==> config.mk <==
export PLATFORM = sky130hd
export DESIGN_NAME = cks_power_clock
export DESIGN_NICKNAME = d
export VERILOG_FILES = /design/src/cks_pkg.sv /design/src/cks_edge_count.sv /design/src/cks_power_clock.sv /design/src/cks_sync2.sv
export SDC_FILE = /design/constraint.sdc
export NUM_CORES = 1
export LEC_CHECK = 0
export ABC_AREA = 1
export BUFFER_PORTS_ARGS = -buffer_cell sky130_fd_sc_hd__buf_2
export CORE_UTILIZATION = 29
export DETAILED_ROUTE_END_ITERATION = 16
export GPL_TIMING_DRIVEN = 0
export HOLD_SLACK_MARGIN = 0.06
export SYNTH_ARGS = -nofsm -noshare
export SYNTH_HDL_FRONTEND = slang
export SYNTH_SLANG_ARGS = --single-unit
==> constraint.sdc <==
create_clock -name clock -period 4.15 [get_ports clock]
set_clock_uncertainty 0.1 [all_clocks]
set_input_delay 0.415 -clock clock [delete_from_list [all_inputs] [get_ports clock]]
set_output_delay 0.415 -clock clock [all_outputs]
set_load 0.02 [all_outputs]
==> src/cks_pkg.sv <==
// Package of constants for the power-mode clock switch
package cks_pkg;

    // ---------------------------------------------------------------
    // Timing
    // ---------------------------------------------------------------
    localparam int unsigned CLK_PERIOD_NS  = 100;   // 10 MHz system clock
    localparam int unsigned STAB_TIME_NS   = 1000;  // Fast internal stabilise time
    localparam int unsigned STAB_CYCLES    =
        (STAB_TIME_NS + CLK_PERIOD_NS - 1) / CLK_PERIOD_NS;
    localparam logic [2:0]  OLD_EDGES      = 3'h2;  // Outgoing source cycles
    localparam logic [2:0]  NEW_EDGES      = 3'h3;  // Incoming source cycles

    // ---------------------------------------------------------------
    // Register offsets
    // ---------------------------------------------------------------
    localparam logic [1:0] OFS_OSC_CTRL   = 2'h0;  // oscillator_control_register
    localparam logic [1:0] OFS_TMR_CTRL   = 2'h1;  // timer_control_register
    localparam logic [1:0] OFS_CFG        = 2'h2;  // Option straps

    // ---------------------------------------------------------------
    // Field positions
    // ---------------------------------------------------------------
    localparam int unsigned POS_IDLE      = 7;     // idle_enable_bit
    localparam int unsigned POS_FREQ_HI   = 6;     // internal_frequency_select
    localparam int unsigned POS_FREQ_LO   = 4;
    localparam int unsigned POS_PRI_FLAG  = 3;     // primary_running_flag
    localparam int unsigned POS_INT_FLAG  = 2;     // internal_stable_flag
    localparam int unsigned POS_SEL_HI    = 1;     // clock_source_select
    localparam int unsigned POS_SEL_LO    = 0;
    localparam int unsigned POS_SEC_FLAG  = 6;     // secondary_running_flag
    localparam int unsigned POS_TOSC_EN   = 3;     // timer_oscillator_enable
    localparam int unsigned POS_TWO_SPEED = 0;
    localparam int unsigned POS_FAIL_SAFE = 1;
    localparam int unsigned POS_WATCHDOG  = 2;
    localparam int unsigned POS_PRI_INT   = 3;     // Primary is the internal block
    localparam int unsigned POS_INT_SRC   = 4;     // internal_source_select

    // ---------------------------------------------------------------
    // Reset values and encodings
    // ---------------------------------------------------------------
    localparam logic [7:0] RST_OSC_CTRL   = 8'h00;
    localparam logic [7:0] RST_TMR_CTRL   = 8'h00;
    localparam logic [7:0] RST_CFG        = 8'h00;
    localparam logic [1:0] SRC_PRI        = 2'h0;
    localparam logic [1:0] SRC_SEC        = 2'h1;
    localparam logic [1:0] SRC_INT        = 2'h2;
    localparam logic [2:0] FREQ_FULL      = 3'h7;  // Fast source undivided

    typedef enum logic [6:0] {
        ST_RUN   = 7'b0000001,
        ST_WAIT  = 7'b0000010,
        ST_OLD   = 7'b0000100,
        ST_NEW   = 7'b0001000,
        ST_IDLE  = 7'b0010000,
        ST_SLEEP = 7'b0100000,
        ST_WAKE  = 7'b1000000
    } cks_state_t;

endpackage

==> src/cks_edge_count.sv <==
// Counter of falling edges on a sampled clock level
`timescale 1ns/1ps
module cks_edge_count import cks_pkg::*; (
    // Clock and reset
    input  wire logic       clock,
    input  wire logic       resetn,
    // Control
    input  wire logic       level,
    input  wire logic       clear,
    input  wire logic [2:0] target,
    output logic            done
);

    logic       prev_q;
    logic [2:0] cnt_q;
    wire        fall = prev_q & ~level;

    // Count falls until the target; clear holds it at zero
    always_ff @(posedge clock or negedge resetn) begin
        if (!resetn) begin
            prev_q <= 1'b0;
            cnt_q  <= 3'h0;
            done   <= 1'b0;
        end else begin
            prev_q <= level;
            if (clear) begin
                cnt_q <= 3'h0;
                done  <= 1'b0;
            end else if (fall && cnt_q != target) begin
                cnt_q <= cnt_q + 3'h1;
                done  <= (cnt_q + 3'h1) == target;
            end
        end
    end

endmodule // cks_edge_count

==> src/cks_power_clock.sv <==
// Clock-source switch and power-mode controller
//
// Behaviour
// Switch takes 2 old, 3-4 new cycles
// Three status flags at fixed bit positions
// Each flag shows its source driving clock
// At most one flag set normally
// Internal primary may show two flags
// Sleep instruction samples idle bit each time
// Reset starts primary run, primary flag set
// Select 01 switches to timer oscillator
// Timer oscillator disabled blocks secondary run
// Return to primary waits primary ready
// Upper select bit picks internal run
// Frequency select changes speed immediately
// All-zero select keeps fast source off
// Internal flag set after stabilisation
// Already stable keeps internal flag set
// Internal to primary waits primary ready
// Idle clear sleep stops clocks, flags
// Sleep keeps watchdog and timer oscillators
// Wake waits source or uses internal
// Idle bit 7, select bits 1:0
// Glitch-free changeover at low phases
// Flags resampled on device clock
`timescale 1ns/1ps
module cks_power_clock import cks_pkg::*; (
    // Clock and reset
    input  wire logic       clock,
    input  wire logic       resetn,
    // Register port
    input  wire logic [1:0] addr,
    input  wire logic [7:0] wdata,
    input  wire logic       wr,
    input  wire logic       rd,
    output logic      [7:0] rdata,
    // Core events
    input  wire logic       sleep_exec,
    input  wire logic       wake_event,
    // Oscillator levels and status
    input  wire logic       pri_osc_clk,
    input  wire logic       sec_osc_clk,
    input  wire logic       fast_osc_clk,
    input  wire logic       slow_osc_clk,
    input  wire logic       pri_ready,
    input  wire logic       sec_running,
    // Clock outputs and oscillator enables
    output logic            dev_clk,
    output logic            cpu_clk_en,
    output logic            periph_clk_en,
    output logic            pri_osc_en,
    output logic            sec_osc_en,
    output logic            fast_osc_en,
    output logic            slow_osc_en
);

    // ---------------------------------------------------------------
    // Registers and state
    // ---------------------------------------------------------------
    cks_state_t  st_q;
    logic        idle_q;
    logic [2:0]  freq_q;
    logic [1:0]  sel_q;
    logic        tosc_en_q;
    logic [7:0]  cfg_q;
    logic [1:0]  cur_q;
    logic [1:0]  mux_q;
    logic        gate_q;
    logic [7:0]  stab_q;
    logic [6:0]  post_q;
    logic        fast_prev_q;
    logic        dev_prev_q;
    logic [2:0]  flags_q;   // {sec, int, pri} as seen by software
    logic [3:0]  lvl_s;     // {slow, fast, sec, pri} synchronised

    // ---------------------------------------------------------------
    // Oscillator level synchronisers
    // ---------------------------------------------------------------
    cks_sync2 #(.WIDTH(4)) u_sync (
        .clock  (clock),
        .resetn (resetn),
        .din    ({slow_osc_clk, fast_osc_clk, sec_osc_clk, pri_osc_clk}),
        .dout   (lvl_s)
    );

    // ---------------------------------------------------------------
    // Decode of register fields and options
    // ---------------------------------------------------------------
    wire two_speed = cfg_q[POS_TWO_SPEED];
    wire fail_safe = cfg_q[POS_FAIL_SAFE];
    wire watchdog  = cfg_q[POS_WATCHDOG];
    wire pri_int   = cfg_q[POS_PRI_INT];
    wire int_src   = cfg_q[POS_INT_SRC];
    wire is_sleep  = (st_q == ST_SLEEP) || (st_q == ST_WAKE);
    // Fast source enabled by a non-zero frequency or the source bit
    wire fast_on   = ((freq_q != 3'h0) || int_src) && !is_sleep;
    wire fast_stab = fast_on && (stab_q == 8'(STAB_CYCLES));

    // Requested source: upper bit wins, 01 needs the timer oscillator
    wire [1:0] want = sel_q[POS_SEL_HI] ? SRC_INT :
                      (sel_q == 2'h1) ? (tosc_en_q ? SRC_SEC : cur_q) :
                      SRC_PRI;

    // Internal multiplexer: postscaled fast source, or the slow one
    wire [2:0] post_idx = 3'h6 - freq_q;
    wire int_lvl = !fast_on ? lvl_s[3] :
                   (freq_q == FREQ_FULL) ? lvl_s[2] : post_q[post_idx];

    // Level and readiness per source
    wire [2:0] src_lvl = {int_lvl, lvl_s[1], lvl_s[0]};
    wire [2:0] src_rdy = {1'b1, sec_running, pri_ready};
    wire cur_lvl  = src_lvl[cur_q];
    wire want_lvl = src_lvl[want];
    wire mux_lvl  = src_lvl[mux_q];
    wire want_rdy = src_rdy[want];

    // ---------------------------------------------------------------
    // Changeover cycle counters
    // ---------------------------------------------------------------
    logic old_done;
    logic new_done;

    cks_edge_count u_old (
        .clock  (clock),
        .resetn (resetn),
        .level  (cur_lvl),
        .clear  (st_q != ST_OLD),
        .target (OLD_EDGES),
        .done   (old_done)
    );

    cks_edge_count u_new (
        .clock  (clock),
        .resetn (resetn),
        .level  (want_lvl),
        .clear  (st_q != ST_NEW),
        .target (NEW_EDGES),
        .done   (new_done)
    );

    // ---------------------------------------------------------------
    // Gate request and raw status
    // ---------------------------------------------------------------
    // Clocks stop while waiting on a stalled timer oscillator
    wire sec_stall = (want == SRC_SEC) && !sec_running;
    wire gate_want = (st_q == ST_RUN) || (st_q == ST_IDLE) ||
                     ((st_q == ST_WAIT) && !sec_stall);
    wire running   = !is_sleep;
    wire pri_raw   = running && (cur_q == SRC_PRI);
    wire sec_raw   = running && (cur_q == SRC_SEC);
    // Internal flag also follows an internal primary; a move to internal run
    // drops the primary flag because the current source changes
    wire int_raw   = running && fast_stab &&
                     ((cur_q == SRC_INT) || ((cur_q == SRC_PRI) && pri_int));
    wire dev_rise  = dev_clk & ~dev_prev_q;
    wire rd_pick   = (addr == OFS_OSC_CTRL) || (addr == OFS_TMR_CTRL) ||
                     (addr == OFS_CFG);

    // Read multiplexer; unmapped offsets read zero
    wire [7:0] osc_rd = {idle_q, freq_q, flags_q[0], flags_q[1], sel_q};
    wire [7:0] tmr_rd = 8'({flags_q[2], 2'h0, tosc_en_q, 3'h0});
    wire [7:0] rd_val = !rd_pick ? 8'h00 :
                        (addr == OFS_OSC_CTRL) ? osc_rd :
                        (addr == OFS_TMR_CTRL) ? tmr_rd : cfg_q;

    // ---------------------------------------------------------------
    // Software registers
    // ---------------------------------------------------------------
    // Writes during a changeover take effect at the next decision point
    always_ff @(posedge clock or negedge resetn) begin
        if (!resetn) begin
            idle_q    <= RST_OSC_CTRL[POS_IDLE];
            freq_q    <= RST_OSC_CTRL[POS_FREQ_HI:POS_FREQ_LO];
            sel_q     <= RST_OSC_CTRL[POS_SEL_HI:POS_SEL_LO];
            tosc_en_q <= RST_TMR_CTRL[POS_TOSC_EN];
            cfg_q     <= RST_CFG;
        end else if (wr) begin
            if (addr == OFS_OSC_CTRL) begin
                idle_q <= wdata[POS_IDLE];
                freq_q <= wdata[POS_FREQ_HI:POS_FREQ_LO];
                sel_q  <= wdata[POS_SEL_HI:POS_SEL_LO];
            end
            if (addr == OFS_TMR_CTRL) begin
                tosc_en_q <= wdata[POS_TOSC_EN];
            end
            if (addr == OFS_CFG) begin
                cfg_q <= wdata;
            end
        end
    end

    // Read data stand only in the cycle after the strobe
    always_ff @(posedge clock or negedge resetn) begin
        if (!resetn) begin
            rdata <= 8'h00;
        end else begin
            rdata <= rd ? rd_val : 8'h00;
        end
    end

    // ---------------------------------------------------------------
    // Fast internal source: stabilise timer and postscaler
    // ---------------------------------------------------------------
    // Timer restarts only when the source goes off, so a mode change
    // does not interrupt a flag that is already set
    always_ff @(posedge clock or negedge resetn) begin
        if (!resetn) begin
            stab_q      <= 8'h00;
            post_q      <= 7'h00;
            fast_prev_q <= 1'b0;
        end else begin
            fast_prev_q <= lvl_s[2];
            if (!fast_on) begin
                stab_q <= 8'h00;
            end else if (stab_q != 8'(STAB_CYCLES)) begin
                stab_q <= stab_q + 8'h01;
            end
            if (lvl_s[2] && !fast_prev_q) begin
                post_q <= post_q + 7'h01;
            end
        end
    end

    // ---------------------------------------------------------------
    // Mode and changeover sequencer
    // ---------------------------------------------------------------
    always_ff @(posedge clock or negedge resetn) begin
        if (!resetn) begin
            st_q  <= ST_RUN;
            cur_q <= SRC_PRI;
            mux_q <= SRC_PRI;
        end else begin
            case (st_q)
                ST_RUN: begin
                    if (sleep_exec) begin
                        st_q <= idle_q ? ST_IDLE : ST_SLEEP;
                    end else if (want != cur_q) begin
                        st_q <= ST_WAIT;
                    end
                end
                // Keep the old source until the new one is ready
                ST_WAIT: begin
                    if (want == cur_q) begin
                        st_q <= ST_RUN;
                    end else if (want_rdy) begin
                        st_q <= ST_OLD;
                    end
                end
                ST_OLD: begin
                    if (old_done && !gate_q) begin
                        mux_q <= want;
                        st_q  <= ST_NEW;
                    end
                end
                ST_NEW: begin
                    if (mux_q != want) begin
                        st_q <= ST_WAIT;
                    end else if (new_done) begin
                        cur_q <= want;
                        st_q  <= ST_RUN;
                    end
                end
                ST_IDLE: begin
                    if (wake_event) begin
                        st_q <= ST_RUN;
                    end
                end
                ST_SLEEP: begin
                    if (wake_event) begin
                        if (two_speed || fail_safe) begin
                            cur_q <= SRC_INT;
                            mux_q <= SRC_INT;
                            st_q  <= ST_RUN;
                        end else begin
                            st_q <= ST_WAKE;
                        end
                    end
                end
                ST_WAKE: begin
                    if (want_rdy) begin
                        cur_q <= want;
                        mux_q <= want;
                        st_q  <= ST_RUN;
                    end
                end
                default: begin
                    st_q <= ST_RUN;
                end
            endcase
        end
    end

    // ---------------------------------------------------------------
    // Device clock, gate and status sampling
    // ---------------------------------------------------------------
    // Gate moves only while the muxed level is low, so no runt pulse
    always_ff @(posedge clock or negedge resetn) begin
        if (!resetn) begin
            gate_q     <= 1'b1;
            dev_clk    <= 1'b0;
            dev_prev_q <= 1'b0;
            flags_q    <= 3'b001;
        end else begin
            if (!mux_lvl) begin
                gate_q <= gate_want;
            end
            dev_clk    <= gate_q & mux_lvl;
            dev_prev_q <= dev_clk;
            if (dev_rise || is_sleep) begin
                flags_q <= {sec_raw, int_raw, pri_raw};
            end
        end
    end

    // ---------------------------------------------------------------
    // Core clock enables and oscillator enables
    // ---------------------------------------------------------------
    always_ff @(posedge clock or negedge resetn) begin
        if (!resetn) begin
            cpu_clk_en    <= 1'b1;
            periph_clk_en <= 1'b1;
            pri_osc_en    <= 1'b1;
            sec_osc_en    <= 1'b0;
            fast_osc_en   <= 1'b0;
            slow_osc_en   <= 1'b1;
        end else begin
            cpu_clk_en    <= !is_sleep && (st_q != ST_IDLE);
            periph_clk_en <= !is_sleep;
            // Primary stops once another source has taken over
            pri_osc_en    <= ((cur_q == SRC_PRI) || (want == SRC_PRI)) &&
                             (st_q != ST_SLEEP);
            sec_osc_en    <= tosc_en_q;
            fast_osc_en   <= fast_on;
            slow_osc_en   <= !is_sleep || watchdog;
        end
    end
endmodule // cks_power_clock

==> src/cks_sync2.sv <==
// Two-flop synchroniser for the oscillator level inputs
`timescale 1ns/1ps
module cks_sync2 import cks_pkg::*; #(
    parameter int WIDTH = 4
) (
    // Clock and reset
    input  wire logic             clock,
    input  wire logic             resetn,
    // Data
    input  wire logic [WIDTH-1:0] din,
    output logic      [WIDTH-1:0] dout
);

    logic [WIDTH-1:0] meta_q;

    // First stage feeds only the second
    always_ff @(posedge clock or negedge resetn) begin
        if (!resetn) begin
            meta_q <= '0;
            dout   <= '0;
        end else begin
            meta_q <= din;
            dout   <= meta_q;
        end
    end

endmodule // cks_sync2
# [After elaboration in Yosys (flattened, before gate mapping)]
# Index checks and enable logic that the tools add are counted.
[classes] mux=50 eq_ne=38 reduce_logical=45 n_addsub=5 order_cmp=4 n_bitwise=7
[op_table] cell="2-to-1 mux 7 bit" n=11
[op_table] cell="one-hot mux 7 bit (7 select lines)" n=1
[op_table] cell="2-to-1 mux 8 bit" n=6
[op_table] cell="2-to-1 mux 2 bit" n=9
[op_table] cell="logical AND 1 bit" n=15
[op_table] cell="!= test 3 x 2 -> 1 bit (second input constant)" n=5
[op_table] cell="2-to-1 mux 3 bit" n=4
[op_table] cell="one-hot mux 2 bit (3 select lines)" n=2
[op_table] cell="logical OR 1 bit" n=11
[op_table] cell="2-to-1 mux 1 bit" n=11
[op_table] cell="!= test 2 bit (second input constant)" n=5
[op_table] cell="less-than comparator 2 x 3 -> 1 bit (second input constant)" n=3
[op_table] cell="nonzero test 3 bit" n=3
[op_table] cell="adder 8 x 1 -> 8 bit (second input constant)" n=1
[op_table] cell="binary-select mux 1 bit (select 2 bit)" n=4
[op_table] cell="== test 2 x 1 -> 1 bit (second input constant)" n=4
[op_table] cell="== test 8 x 4 -> 1 bit (second input constant)" n=1
[op_table] cell="!= test 8 x 4 -> 1 bit (second input constant)" n=1
[op_table] cell="adder 7 x 1 -> 7 bit (second input constant)" n=1
[op_table] cell="== test 7 x 1 -> 1 bit (second input constant)" n=1
[op_table] cell="== test 7 x 2 -> 1 bit (second input constant)" n=1
[op_table] cell="== test 7 x 3 -> 1 bit (second input constant)" n=1
[op_table] cell="== test 7 x 4 -> 1 bit (second input constant)" n=1
[op_table] cell="== test 7 x 5 -> 1 bit (second input constant)" n=1
[op_table] cell="other kinds (26)" n=46
[word_totals] word_cells=179 input_bits=22 out_inout_bits=15 reg_bits=80

# [Logic depth before layout (Yosys ltp)]
# Gate-level depths: netlist of run 1.
[logic_depth] word_depth=12 ltp_mapped=14 mapped_depth_nobuf=14

# [Modules after synthesis]
# A second synthesis of run 1 with hierarchy kept.
[unflattened] hier_cells=501 area_unflattened_um2=4038.9
[modules_own_cells] module="cks_power_clock" area_each_um2=3168.0 seq_area_each_um2=1560.2 cells_per_inst=403 instances=1
[modules_own_cells] module="cks_edge_count" area_each_um2=335.3 seq_area_each_um2=125.1 cells_per_inst=45 instances=2
[modules_own_cells] module="cks_sync2" area_each_um2=200.2 seq_area_each_um2=200.2 cells_per_inst=8 instances=1

# [Least setup slack after synthesis of run 1]
# No wires, ideal clock.
[synth_path] kind="register to register" startpoint="reg freq_q[0]" endpoint="reg u_old.cnt_q[2]" stages_incl_launch_ff=13 required_ns=3.925 t_arrival_ns=1.558 synth_period_minus_slack_ns=1.784 setup_time_ns=0.125 path_buffers=0 setup_slack_ns=2.366 cell_sequence="dfrtp_1 > inv_1 > ha_1 > inv_1 > nand3_1 > nand2_1 > nand2_1 > nand3_1 > nand2_2 > nand3_2 > nand3_1 > nand3_1 > o21ai_1"
[synth_between] elab_chain_cells=11 word_cells_on_any_way=15 classes_between="add/sub (1); eq/ne (1); mux (6); bitwise (2); reduce/logical (5)"
[synth_rtl] item="start, declared" line_no="cks_power_clock.sv:62" source="logic [2:0] freq_q;"
[synth_rtl] item="start signal, assigned" line_no="cks_power_clock.sv:173" source="freq_q <= RST_OSC_CTRL[POS_FREQ_HI:POS_FREQ_LO];"
[synth_rtl] item="start signal, assigned" line_no="cks_power_clock.sv:180" source="freq_q <= wdata[POS_FREQ_HI:POS_FREQ_LO];"
[synth_rtl] item="subtractor 3 bit" line_no="cks_power_clock.sv:105" source="wire [2:0] post_idx = 3'h6 - freq_q;"
[synth_rtl] item="binary-select mux 1 bit (select 3 bit)" line_no="cks_power_clock.sv:107" source="(freq_q == FREQ_FULL) ? lvl_s[2] : post_q[post_idx];"
[synth_rtl] item="2-to-1 mux 1 bit (implied by the code)" line_no="cks_power_clock.sv:107"
[synth_rtl] item="2-to-1 mux 1 bit" line_no="cks_power_clock.sv:107"
[synth_rtl] item="2-to-1 mux 1 bit *" line_no="cks_power_clock.sv:106" source="wire int_lvl = !fast_on ? lvl_s[3] :"
[synth_rtl] item="binary-select mux 1 bit (select 2 bit) *" line_no="cks_power_clock.sv:112" source="wire cur_lvl = src_lvl[cur_q];"
[synth_rtl] item="2-to-1 mux 1 bit (implied by the code) *" line_no="cks_power_clock.sv:112"
[synth_rtl] item="inverter 1 bit *" line_no="cks_edge_count.sv:16" source="wire fall = prev_q & ~level;"
[synth_rtl] item="bitwise AND 1 bit *" line_no="cks_edge_count.sv:16"
[synth_rtl] item="logical AND 1 bit *" line_no="cks_edge_count.sv:29" source="end else if (fall && cnt_q != target) begin"
[synth_rtl] item="nonzero test 2 bit (no line) *"
[synth_rtl] item="end signal, assigned" line_no="cks_edge_count.sv:30" source="cnt_q <= cnt_q + 3'h1;"
[synth_rtl] item="end, declared" line_no="cks_edge_count.sv:15" source="logic [2:0] cnt_q;"
# Every way passes the cells marked *; elsewhere a longest branch is shown, timed or not. The select of a mux whose other input is x is not followed.
# A chain may end at the register's enable or synchronous reset.

# [Final worst setup path of run 1]
# Same ends and word-level chain as after synthesis.

==> Implementation_results.wiki, run 1 <==
{| class="wikitable"
! Metric !! Value
|-
| Outcome || finished, final reports clean
|-
| Fin crit period || 2070 ps
|-
| Fmax || 484 MHz
|-
| Total of buffers placed on input and output ports || 36
|-
| Met3 layer usage reported by global route || 3.30%
|-
| Min-Delay Path Depth || 1
|-
| Count leader, synth || nand2_1
|-
| Total congestion overflow after global routing || 0
|-
| Rows || 41
|-
| Worst setup SP type || flop
|-
| Crit Reg-Reg Endpoint || u_old.cnt_q[2]
|-
| Number of max-capacitance violations reported || 0
|-
| Combined area of all synthesized cells || 0.00385 mm^2
|-
| Total via count after detailed routing || 3062
|-
| Peak ir drop on the vdd network || 246 uV
|-
| Met2 global-route usage || 21.2%
|-
| Arrival @ worst endpoint || 2230 ps
|-
| First-pass GRT wire length || 14000 um
|-
| Met1 Use GR || 18.1%
|-
| CTS H-tree lvls || 3
|-
| Cells on worst reg2reg path || 11
|-
| Clock input transition at the sequential cells of the worst setup and hold paths || 60 ps
|-
| Global routing's busiest layer || met2
|-
| Worst Setup SP || freq_q[0]
|-
| Clock sink total || 80
|-
| Initial antenna violation count || 0
|-
| Clock latency reported for the late side of the worst-skew pair || 340 ps
|-
| Via-to-Cell Ratio || 4.60
|-
| Worst Hold Class || in -> reg
|-
| Antenna violation net count after detailed routing || 0
|-
| Sequential-to-total area share from yosys stat || 52.2%
|-
| Worst hold path endpoint || u_sync.meta_q[1]
|-
| Non-Filler Cell Area, Final || 0.00460 mm^2
|-
| Top cell type's share of synthesized area || 47.5%
|-
| Total leakage power || 0.00226 uW
|-
| Crit. End Element || flop
|-
| Final HPWL DP || 6140 um
|-
| Slew HR || 55.1%
|-
| Final-report hold violation count || 0
|-
| Die height || 117 um
|-
| Total of flip-flops plus latches after synthesis || 80
|-
| Chip Width || 117 um
|-
| Setup-failing EPs final || 0
|-
| Layout filler cell count || 1325
|-
| Ys async rst share || 100%
|-
| Total length of routed wires || 8230 um
|-
| Routability Congestion || 0.846
|-
| I/O pin cnt || 37
|-
| Post-Synthesis Cells || 439
|-
| R2R Path Start || freq_q[0]
|-
| Layout cells sized above 1 || 18.7%
|-
| Power density over cell area || 599 mW/mm^2
|-
| Primary FF master, synth || dfrtp_1
|-
| Highest fanout seen on the critical path || 8
|-
| Clock Tree Buf Depth || 2
|-
| Data required time at the worst endpoint || 4310 ps
|-
| TritonCTS clock tree || yes
|-
| Top post-synthesis cells by count || nand2_1 (93), dfrtp_1 (73), inv_1 (61), nand3_1 (35), nor2_1 (29)
|-
| Starting Density || 30.1%
|-
| Worst hold path startpoint || sec_osc_clk
|-
| Root Driver || clkbuf_16
|-
| Top cells by area, synth || dfrtp_1 (47%), nand2_1 (9.1%), inv_1 (5.9%)
|-
| Mean area per synthesized cell || 8.77 um^2
|-
| Fin nets || 522
|-
| Crit Path Category || reg -> reg
|-
| Period utilisation layout || 49.8%
|-
| Number of flops mapped to enable cells by yosys || 0
|-
| Number of buffers added by the clock tree synthesis step || 9
|-
| Slew Limit Fails || 0
|-
| Largest net degree at the start of global routing || 45
|-
| Count of distinct cell types in the synthesized netlist || 36
|-
| Final routed DRC violation total || 0
|-
| Count of antenna diodes in the layout || 0
|-
| Register-to-register setup slack || 2080 ps
|-
| Layout Area Growth over Synthesis || 19.5%
|-
| Via count of the first global-routing pass || 2948
|-
| Setup repair after global routing missed its margin || false
|-
| Mean routed wirelength per cell || 12.4 um
|-
| Drt pass-1 iters || 5
|-
| Iteration-0 DRC count of the detailed router || 118
|-
| Core Region || 0.0128 mm^2
|-
| Overall fraction of global-route tracks in use || 13.4%
|-
| Actual transition at the worst max-transition pin || 671 ps
|-
| Worst hold margin || 85.5 ps
|-
| # resized after CTS || 0
|-
| Warnings from Yosys || 0
|-
| Cell taking the most area after synthesis || dfrtp_1
|-
| Placed standard-cell area || 0.00427 mm^2
|-
| Sum Neg Setup Slack || 0 ps
|-
| Syn Nets || 473
|-
| Die Footprint || 0.0137 mm^2
|}
==> logic make-up after synthesis <==
kind of cell | Yosys count | synth area share, %
xor gates and xnor gates | 12 | 2.73
and+or+nand+nor | 202 | 25.2
AOI/OAI and AO/OA | 61 | 8.55
DFF | 80 | 52.2
adders and majority gates | 12 | 3.90
buffers and inverters | 70 | 6.83
muxes | 2 | 0.553
==> how the worst max path moves through the flow <==
| stage | end | slack [ps] |
|---|---|---|
| after global routing | u_old.cnt_q[2] | 1850 |
| final | u_old.cnt_q[2] | 2080 |
| after detailed placement | u_old.cnt_q[2] | 2100 |
| after floorplan | u_old.cnt_q[2] | 2370 |
| after CTS | u_old.cnt_q[2] | 2080 |
| after global placement | u_sync.meta_q[2] | 1980 |
==> critical path: stages (launching register included) <==
cell     delay [ps]
dfrtp_1         480
inv_1           140
ha_1            340
inv_1            80
nand3_1          70
nand3_1          90
nand3_1          90
nand2_2         130
nand3_2         120
nand3_1         160
nand3_1          90
o21ai_1          80
==> sequential cells by signal, summed over array words and instances, names as in the netlist, 3 cells and up <==
signal,count
cfg_q,8
flags_q,3
freq_q,3
post_q,7
rdata,8
st_q,7
stab_q,8
u_new.cnt_q,3
u_old.cnt_q,3
u_sync.dout,4
u_sync.meta_q,4
==> placed cells by master, fill, tap and decap left out, types with 2 or more instances in the layout <==
| master | n |
|---|---|
| nor2_1 | 29 |
| bufinv_16 | 2 |
| nor3_1 | 8 |
| o21ai_1 | 14 |
| o21ai_0 | 25 |
| xnor2_1 | 3 |
| and3_1 | 2 |
| nor2_2 | 5 |
| nor2_4 | 3 |
| nand3_2 | 4 |
| xor2_1 | 9 |
| a22oi_1 | 2 |
| inv_2 | 7 |
| buf_2 | 35 |
| clkbuf_1 | 3 |
| nand2_1 | 93 |
| dfstp_2 | 7 |
| clkbuf_16 | 9 |
| ha_1 | 12 |
| o31ai_1 | 2 |
| nand4_1 | 9 |
| nand3_1 | 35 |
| dfrtp_1 | 73 |
| nand2_2 | 8 |
| clkinvlp_4 | 2 |
| inv_1 | 61 |
| a21oi_1 | 13 |
==> layout make-up <==
type,instances,area (um^2),share of cell area (%)
inverter,68,255,5.55
clock buffer,10,229,4.98
timing repair buffer,38,213,4.63
multi-input combinational,289,1580,34.3
sequential,80,2010,43.7
tap,172,215,4.68
buffer,2,7.51,0.163
clock inverter,6,92.6,2.01
==> stage by stage <==
step	cells	utilization, %	worst slack, ps	power, uW
final	665	36.0	2080	2750
after global routing	665	36.0	1850	2950
after CTS	665	36.0	2080	2780
after detailed placement	648	33.4	2100	1910
after global placement	647	33.2	1980	1880
after floorplan	439	-	2370	1680
==> layer usage <==
| metal | vias to the layer above | routed length [um] |
|---|---|---|
| met5 | - | 0 |
| met4 | 0 | 95 |
| met3 | 11 | 334 |
| met2 | 71 | 3930 |
| met1 | 1469 | 3860 |
| li1 | 1511 | - |
==> report_power, final <==
group / total [uW] / internal [uW] / switching [uW]
sequential: 1090 / 964 / 128
combinational: 812 / 273 / 539
clock: 850 / 530 / 320
total: 2750 / 1770 / 987
==> repair_timing <==
item / in CTS / in global routing
hold buffers: 1 / 0
hold endpoints to repair: 32 / 0
buffers inserted: 0 / 0
Note: power is estimated with default switching activity, not from simulation.
==> run 2: changes to the inputs <==
Clock period 4.15 ns to 1.8 ns, I/O delays scaled along.
==> run 2 against run 1 <==
Net effect:
- via count rose by 6.5%
- wire length up 8.2%
- cell area increased by 11%
==> Implementation_results.wiki, run 2 (same netlist as run 1, synthesis figures left out) <==
{| class="wikitable"
! Metric !! Value
|-
| Arrival @ worst endpoint || 1970 ps
|-
| Slowest cell on the critical path || dfrtp_1
|-
| Drt pass-1 iters || 4
|-
| Highest fanout seen on the critical path || 4
|-
| Clock latency reported for the late side of the worst-skew pair || 340 ps
|-
| Layout cells sized above 1 || 27.3%
|-
| Mean routed wirelength per cell || 12.6 um
|-
| Delay-heaviest family, CP || simple AND/OR/NAND/NOR gates
|-
| Post-Layout Cell Count || 706
|-
| Most frequent cells in the layout || nand2_1 (89), dfrtp_1 (68), inv_1 (54)
|-
| Final-report hold violation count || 0
|-
| I/O pin cnt || 37
|-
| Final routed DRC violation total || 0
|-
| Core Region || 0.0128 mm^2
|-
| Iteration-0 DRC count of the detailed router || 144
|-
| Number of placed instances, taps included || 648
|-
| Sum Neg Setup Slack || 0 ps
|-
| Registers with the highest flip-flop counts || cfg_q: 8 flops, rdata: 8 flops, stab_q: 8 flops
|-
| Slew Limit Fails || 0
|-
| Non-Filler Cell Area, Final || 0.00509 mm^2
|-
| Most frequent cell on the critical path || nand2_1
|-
| Clock input transition at the sequential cells of the worst setup and hold paths || 60 ps
|-
| Setup repair after global routing missed its margin || true
|-
| CTS H-tree lvls || 3
|-
| Layout Area Growth over Synthesis || 32.2%
|-
| Total via count after detailed routing || 3260
|-
| Slew HR || 54.4%
|-
| Worst setup SP type || flop
|-
| Outcome || finished, final reports clean
|-
| Via count of the first global-routing pass || 3092
|-
| Largest net degree at the start of global routing || 45
|-
| Data required time at the worst endpoint || 1980 ps
|-
| Storage cell area || 0.00202 mm^2
|-
| Die height || 117 um
|-
| Crit. End Element || flop
|-
| Total area of multi-input combinational cells || 0.00171 mm^2
|-
| Buf+Inv Stages, Crit Path || 4
|-
| Actual transition at the worst max-transition pin || 681 ps
|-
| Placement Setup Slack || -251 ps
|-
| Routability Congestion || 0.846
|-
| Number of max-capacitance violations reported || 0
|-
| Setup-failing EPs final || 0
|-
| Leading cell type in the layout, fill and taps excluded || nand2_1
|-
| Initial antenna violation count || 0
|-
| Root Driver || clkbuf_16
|-
| Period utilisation layout || 99.4%
|-
| Rows || 41
|-
| Worst Hold Class || in -> reg
|-
| Fmax || 559 MHz
|-
| TritonCTS clock tree || yes
|-
| Switching Share || 36.3%
|-
| Total congestion overflow after global routing || 0
|-
| Power density over cell area || 1350 mW/mm^2
|-
| Total of buffers placed on input and output ports || 36
|-
| Overall fraction of global-route tracks in use || 13.9%
|-
| Share of total power in the clock network || 28.7%
|-
| Fraction of power consumed by sequential logic || 36.8%
|-
| Clock Tree Buf Depth || 2
|-
| Antenna violation net count after detailed routing || 0
|-
| Total leakage power || 0.00249 uW
|-
| Ordered list of cells on the worst path || inv_2 -> nand2_2 -> nor2_4 -> inv_4 -> nor4_4 -> nand2_1 -> buf_4 -> buf_4 -> nand4_1 -> nand2_1 -> nand2_1
|-
| Switching Power || 2490 uW
|-
| Starting Density || 30.1%
|-
| Count of antenna diodes in the layout || 0
|-
| Placed standard-cell area || 0.00427 mm^2
|-
| First-pass GRT wire length || 14600 um
|-
| Layout filler cell count || 1270
|-
| Internal Dissipation || 4380 uW
|-
| Crit-path max cell delay || 400 ps
|-
| Minimum setup slack in the final design || 10.6 ps
|-
| Peak ir drop on the vdd network || 585 uV
|-
| Total length of routed wires || 8900 um
|-
| Clock sink total || 80
|-
| Fin crit period || 1790 ps
|-
| Fin nets || 563
|-
| Final HPWL DP || 6140 um
|-
| Proportion of power drawn by combinational gates || 34.5%
|-
| Crit Path Category || reg -> reg
|-
| Chip Width || 117 um
|-
| Die Footprint || 0.0137 mm^2
|-
| Via-to-Cell Ratio || 4.62
|-
| Number of buffers added by the clock tree synthesis step || 9
|}
==> run 2: worst paths after layout <==
path / slack, ps / endpoint / start / cells after the start
setup / recovery: 10 / st_q[0] / st_q[5] / 11
setup reg to reg: 10 / st_q[0] / st_q[5] / 11
min in group asynchronous: 260 / st_q[6] / resetn / 2
max in group asynchronous: 690 / flags_q[0] / resetn / 3
hold / removal: 80 / tosc_en_q / wr / 3
hold reg to reg: 250 / u_sync.dout[0] / u_sync.meta_q[0] / 0
==> run 2: power by group through the flow <==
stage                     clock network (uW)  registers, uW  logic [uW]
after CTS                               1990           2520        2140
after detailed placement                   0           2550        1860
final                                   1970           2530        2370
after global placement                     0           2530        1800
after floorplan                            0           2570        1310
after global routing                    2090           2590        2630
==> run 2: metal layers <==
| metal | wire length [um] | global-route usage (%) |
|---|---|---|
| met5 | 0 | 0 |
| met2 | 4350 | 22.4 |
| met3 | 398 | 3.35 |
| met4 | 141 | 4.39 |
| met1 | 4010 | 18.4 |
==> run 2: layout make-up <==
class                           instances  area share, %
Buffer                                  2          0.147
Clock inverter                          6           1.82
Multi-Input combinational cell        289           33.5
Timing Repair Buffer                   79           11.0
Sequential cell                        80           39.6
Inverter                               68           5.16
Clock buffer                           10           4.50
Tap cell                              172           4.23
==> run 2: stage by stage <==
stage	hold slack (ps)	util [%]	total power, uW
after floorplan	-216	-	3880
after global placement	189	33.2	4340
after detailed placement	75.8	33.4	4410
after CTS	70.6	38.5	6660
after global routing	99.0	39.8	7310
final	77.7	39.8	6870
==> run 2: worst reg2reg max path, stage by stage (launching register included) <==
cell	delay [ps]
dfrtp_1	400
inv_2	70
nand2_2	80
nor2_4	120
inv_4	70
nor4_4	300
nand2_1	140
buf_4	150
buf_4	120
nand4_1	80
nand2_1	50
nand2_1	50
==> run 2: what timing repair did <==
action | in CTS | in global routing
hold buffers | 15 | 0
resized for setup | 16 | 29
setup buffers | 16 | 11
endpoints found under the hold margin | 59 | 0
setup endpoints to repair | 20 | 17
pin swaps | 7 | 16
==> run 3: changes to the inputs <==
Settings changed: GPL_ROUTABILITY_DRIVEN from default to 1, RECOVER_POWER from default to 100.
==> run 3 against run 2 <==
Net effect:
- non-clock buffer count unchanged
- combinational power about the same
- global-route usage unchanged
- cell area decreased by 0.71%
- via count decreased by 0.25%
- sequential cell count unchanged
- hold slack improved by 5.3 ps
- maximum frequency decreased by 0.24%
- clock power about the same
- first-iteration DRC count increased by 3.5%
- setup slack got worse by 4.4 ps
- critical path depth unchanged
- largest cell class unchanged
- largest power group unchanged
==> Implementation_results.wiki, run 3 (same netlist as run 1, synthesis figures left out) <==
{| class="wikitable"
! Metric !! Value
|-
| Outcome || finished, final reports clean
|-
| Final HPWL DP || 6140 um
|-
| Starting Density || 30.1%
|-
| Via count of the first global-routing pass || 3092
|-
| Non-Filler Cell Area, Final || 0.00505 mm^2
|-
| Data required time at the worst endpoint || 1980 ps
|-
| Number of buffers added by the clock tree synthesis step || 9
|-
| Peak ir drop on the vdd network || 578 uV
|-
| Layout filler cell count || 1282
|-
| Total area of multi-input combinational cells || 0.00171 mm^2
|-
| Placed standard-cell area || 0.00427 mm^2
|-
| Routability Congestion || 0.846
|-
| First-pass GRT wire length || 14600 um
|-
| CTS H-tree lvls || 3
|-
| Arrival @ worst endpoint || 1980 ps
|-
| Drt pass-1 iters || 4
|-
| Slew HR || 40.4%
|-
| TritonCTS clock tree || yes
|-
| Slew Limit Fails || 0
|-
| Power density over cell area || 1350 mW/mm^2
|-
| Setup repair after global routing missed its margin || true
|-
| Overall fraction of global-route tracks in use || 13.9%
|-
| Number of max-capacitance violations reported || 0
|-
| Die Footprint || 0.0137 mm^2
|-
| Registers with the highest flip-flop counts || cfg_q: 8 flops, rdata: 8 flops, stab_q: 8 flops
|-
| Placement Setup Slack || -251 ps
|-
| I/O pin cnt || 37
|-
| Iteration-0 DRC count of the detailed router || 149
|-
| Clock Tree Buf Depth || 2
|-
| Most frequent cells in the layout || nand2_1 (89), dfrtp_1 (69), inv_1 (54)
|-
| Actual transition at the worst max-transition pin || 894 ps
|-
| Core Region || 0.0128 mm^2
|-
| Initial antenna violation count || 0
|-
| Layout Area Growth over Synthesis || 31.3%
|-
| Die height || 117 um
|-
| Crit. End Element || flop
|-
| Total via count after detailed routing || 3252
|-
| Minimum setup slack in the final design || 6.21 ps
|-
| Worst setup SP type || flop
|-
| Fin crit period || 1790 ps
|-
| Via-to-Cell Ratio || 4.61
|-
| Clock latency reported for the late side of the worst-skew pair || 340 ps
|-
| Largest net degree at the start of global routing || 45
|-
| Period utilisation layout || 99.7%
|-
| Storage cell area || 0.00202 mm^2
|-
| Count of antenna diodes in the layout || 0
|-
| Root Driver || clkbuf_16
|-
| Rows || 41
|-
| Total of buffers placed on input and output ports || 36
|-
| Crit Path Category || reg -> reg
|-
| Total length of routed wires || 8900 um
|-
| Fin nets || 563
|-
| Chip Width || 117 um
|-
| Leading cell type in the layout, fill and taps excluded || nand2_1
|-
| Final routed DRC violation total || 0
|-
| Clock sink total || 80
|-
| Fmax || 557 MHz
|-
| Setup-failing EPs final || 0
|-
| Total leakage power || 0.00244 uW
|-
| Highest fanout seen on the critical path || 4
|-
| Worst Hold Class || in -> reg
|-
| Layout cells sized above 1 || 24.0%
|-
| Final-report hold violation count || 0
|-
| Mean routed wirelength per cell || 12.6 um
|-
| Antenna violation net count after detailed routing || 0
|-
| Clock input transition at the sequential cells of the worst setup and hold paths || 60 ps
|-
| Total congestion overflow after global routing || 0
|}
==> run 3: final cells by class <==
cell class                      count  share of cell area, %
Buffer                              2                  0.149
Clock buffer                       10                   4.53
Clock inverter                      6                   1.83
Inverter                           68                   5.20
Multi-Input combinational cell    289                   33.8
Sequential cell                    80                   39.9
Tap cell                          172                   4.26
Timing Repair Buffer               79                   10.4
==> run 3: worst max-delay path: stages, from the launching register on <==
cell     delay [ps]
dfrtp_1         400
inv_2            70
nand2_2          80
nor2_4          120
inv_4            70
nor4_4          300
nand2_1         140
buf_4           150
buf_4           120
nand4_1          80
nand2_1          50
nand2_1          50
==> run 3: worst paths after layout <==
| path | startpoint | end | slack (ps) | cells after the start |
|---|---|---|---|---|
| max | st_q[5] | st_q[0] | 6 | 11 |
| min | wr | tosc_en_q | 80 | 3 |
| max reg2reg | st_q[5] | st_q[0] | 6 | 11 |
| min reg2reg | u_sync.meta_q[0] | u_sync.dout[0] | 250 | 0 |
| max in group asynchronous | resetn | flags_q[0] | 250 | 3 |
| min in group asynchronous | resetn | st_q[6] | 420 | 2 |
==> run 3: stage by stage <==
step	hold WS (ps)	utilization (%)	setup TNS, ps	instances	total power, uW
final	83.0	39.6	0	706	6840
after global routing	99.0	39.6	-1370	706	7280
after CTS	70.6	38.5	-40.3	695	6660
after detailed placement	75.8	33.4	-2500	648	4410
after global placement	189	33.2	-11470	647	4340
after floorplan	-216	-	0	439	3880
==> run 3: report_power, final <==
part | leakage, uW | total (uW) | internal (uW) | switching, uW
clock network | 0.000149 | 1960 | 1220 | 742
logic | 0.00127 | 2340 | 901 | 1440
registers | 0.00101 | 2530 | 2230 | 307
==> run 3: repair_timing <==
item                                   CTS  global route
pin swaps                                7            16
setup endpoints to repair               20            17
resized for setup                       16            29
buffers inserted                        16            11
endpoints found under the hold margin   59             0
hold buffers                            15             0
==> run 3: per-layer routing <==
metal / wire length, um / global-route usage, % / vias to the layer above / share of wire [%]
met5: 0 / 0 / - / 0
met3: 320 / 3.35 / 13 / 3.6
met4: 144 / 4.39 / 0 / 1.6
li1: - / - / 1595 / -
met1: 4060 / 18.4 / 1576 / 46
met2: 4380 / 22.4 / 68 / 49
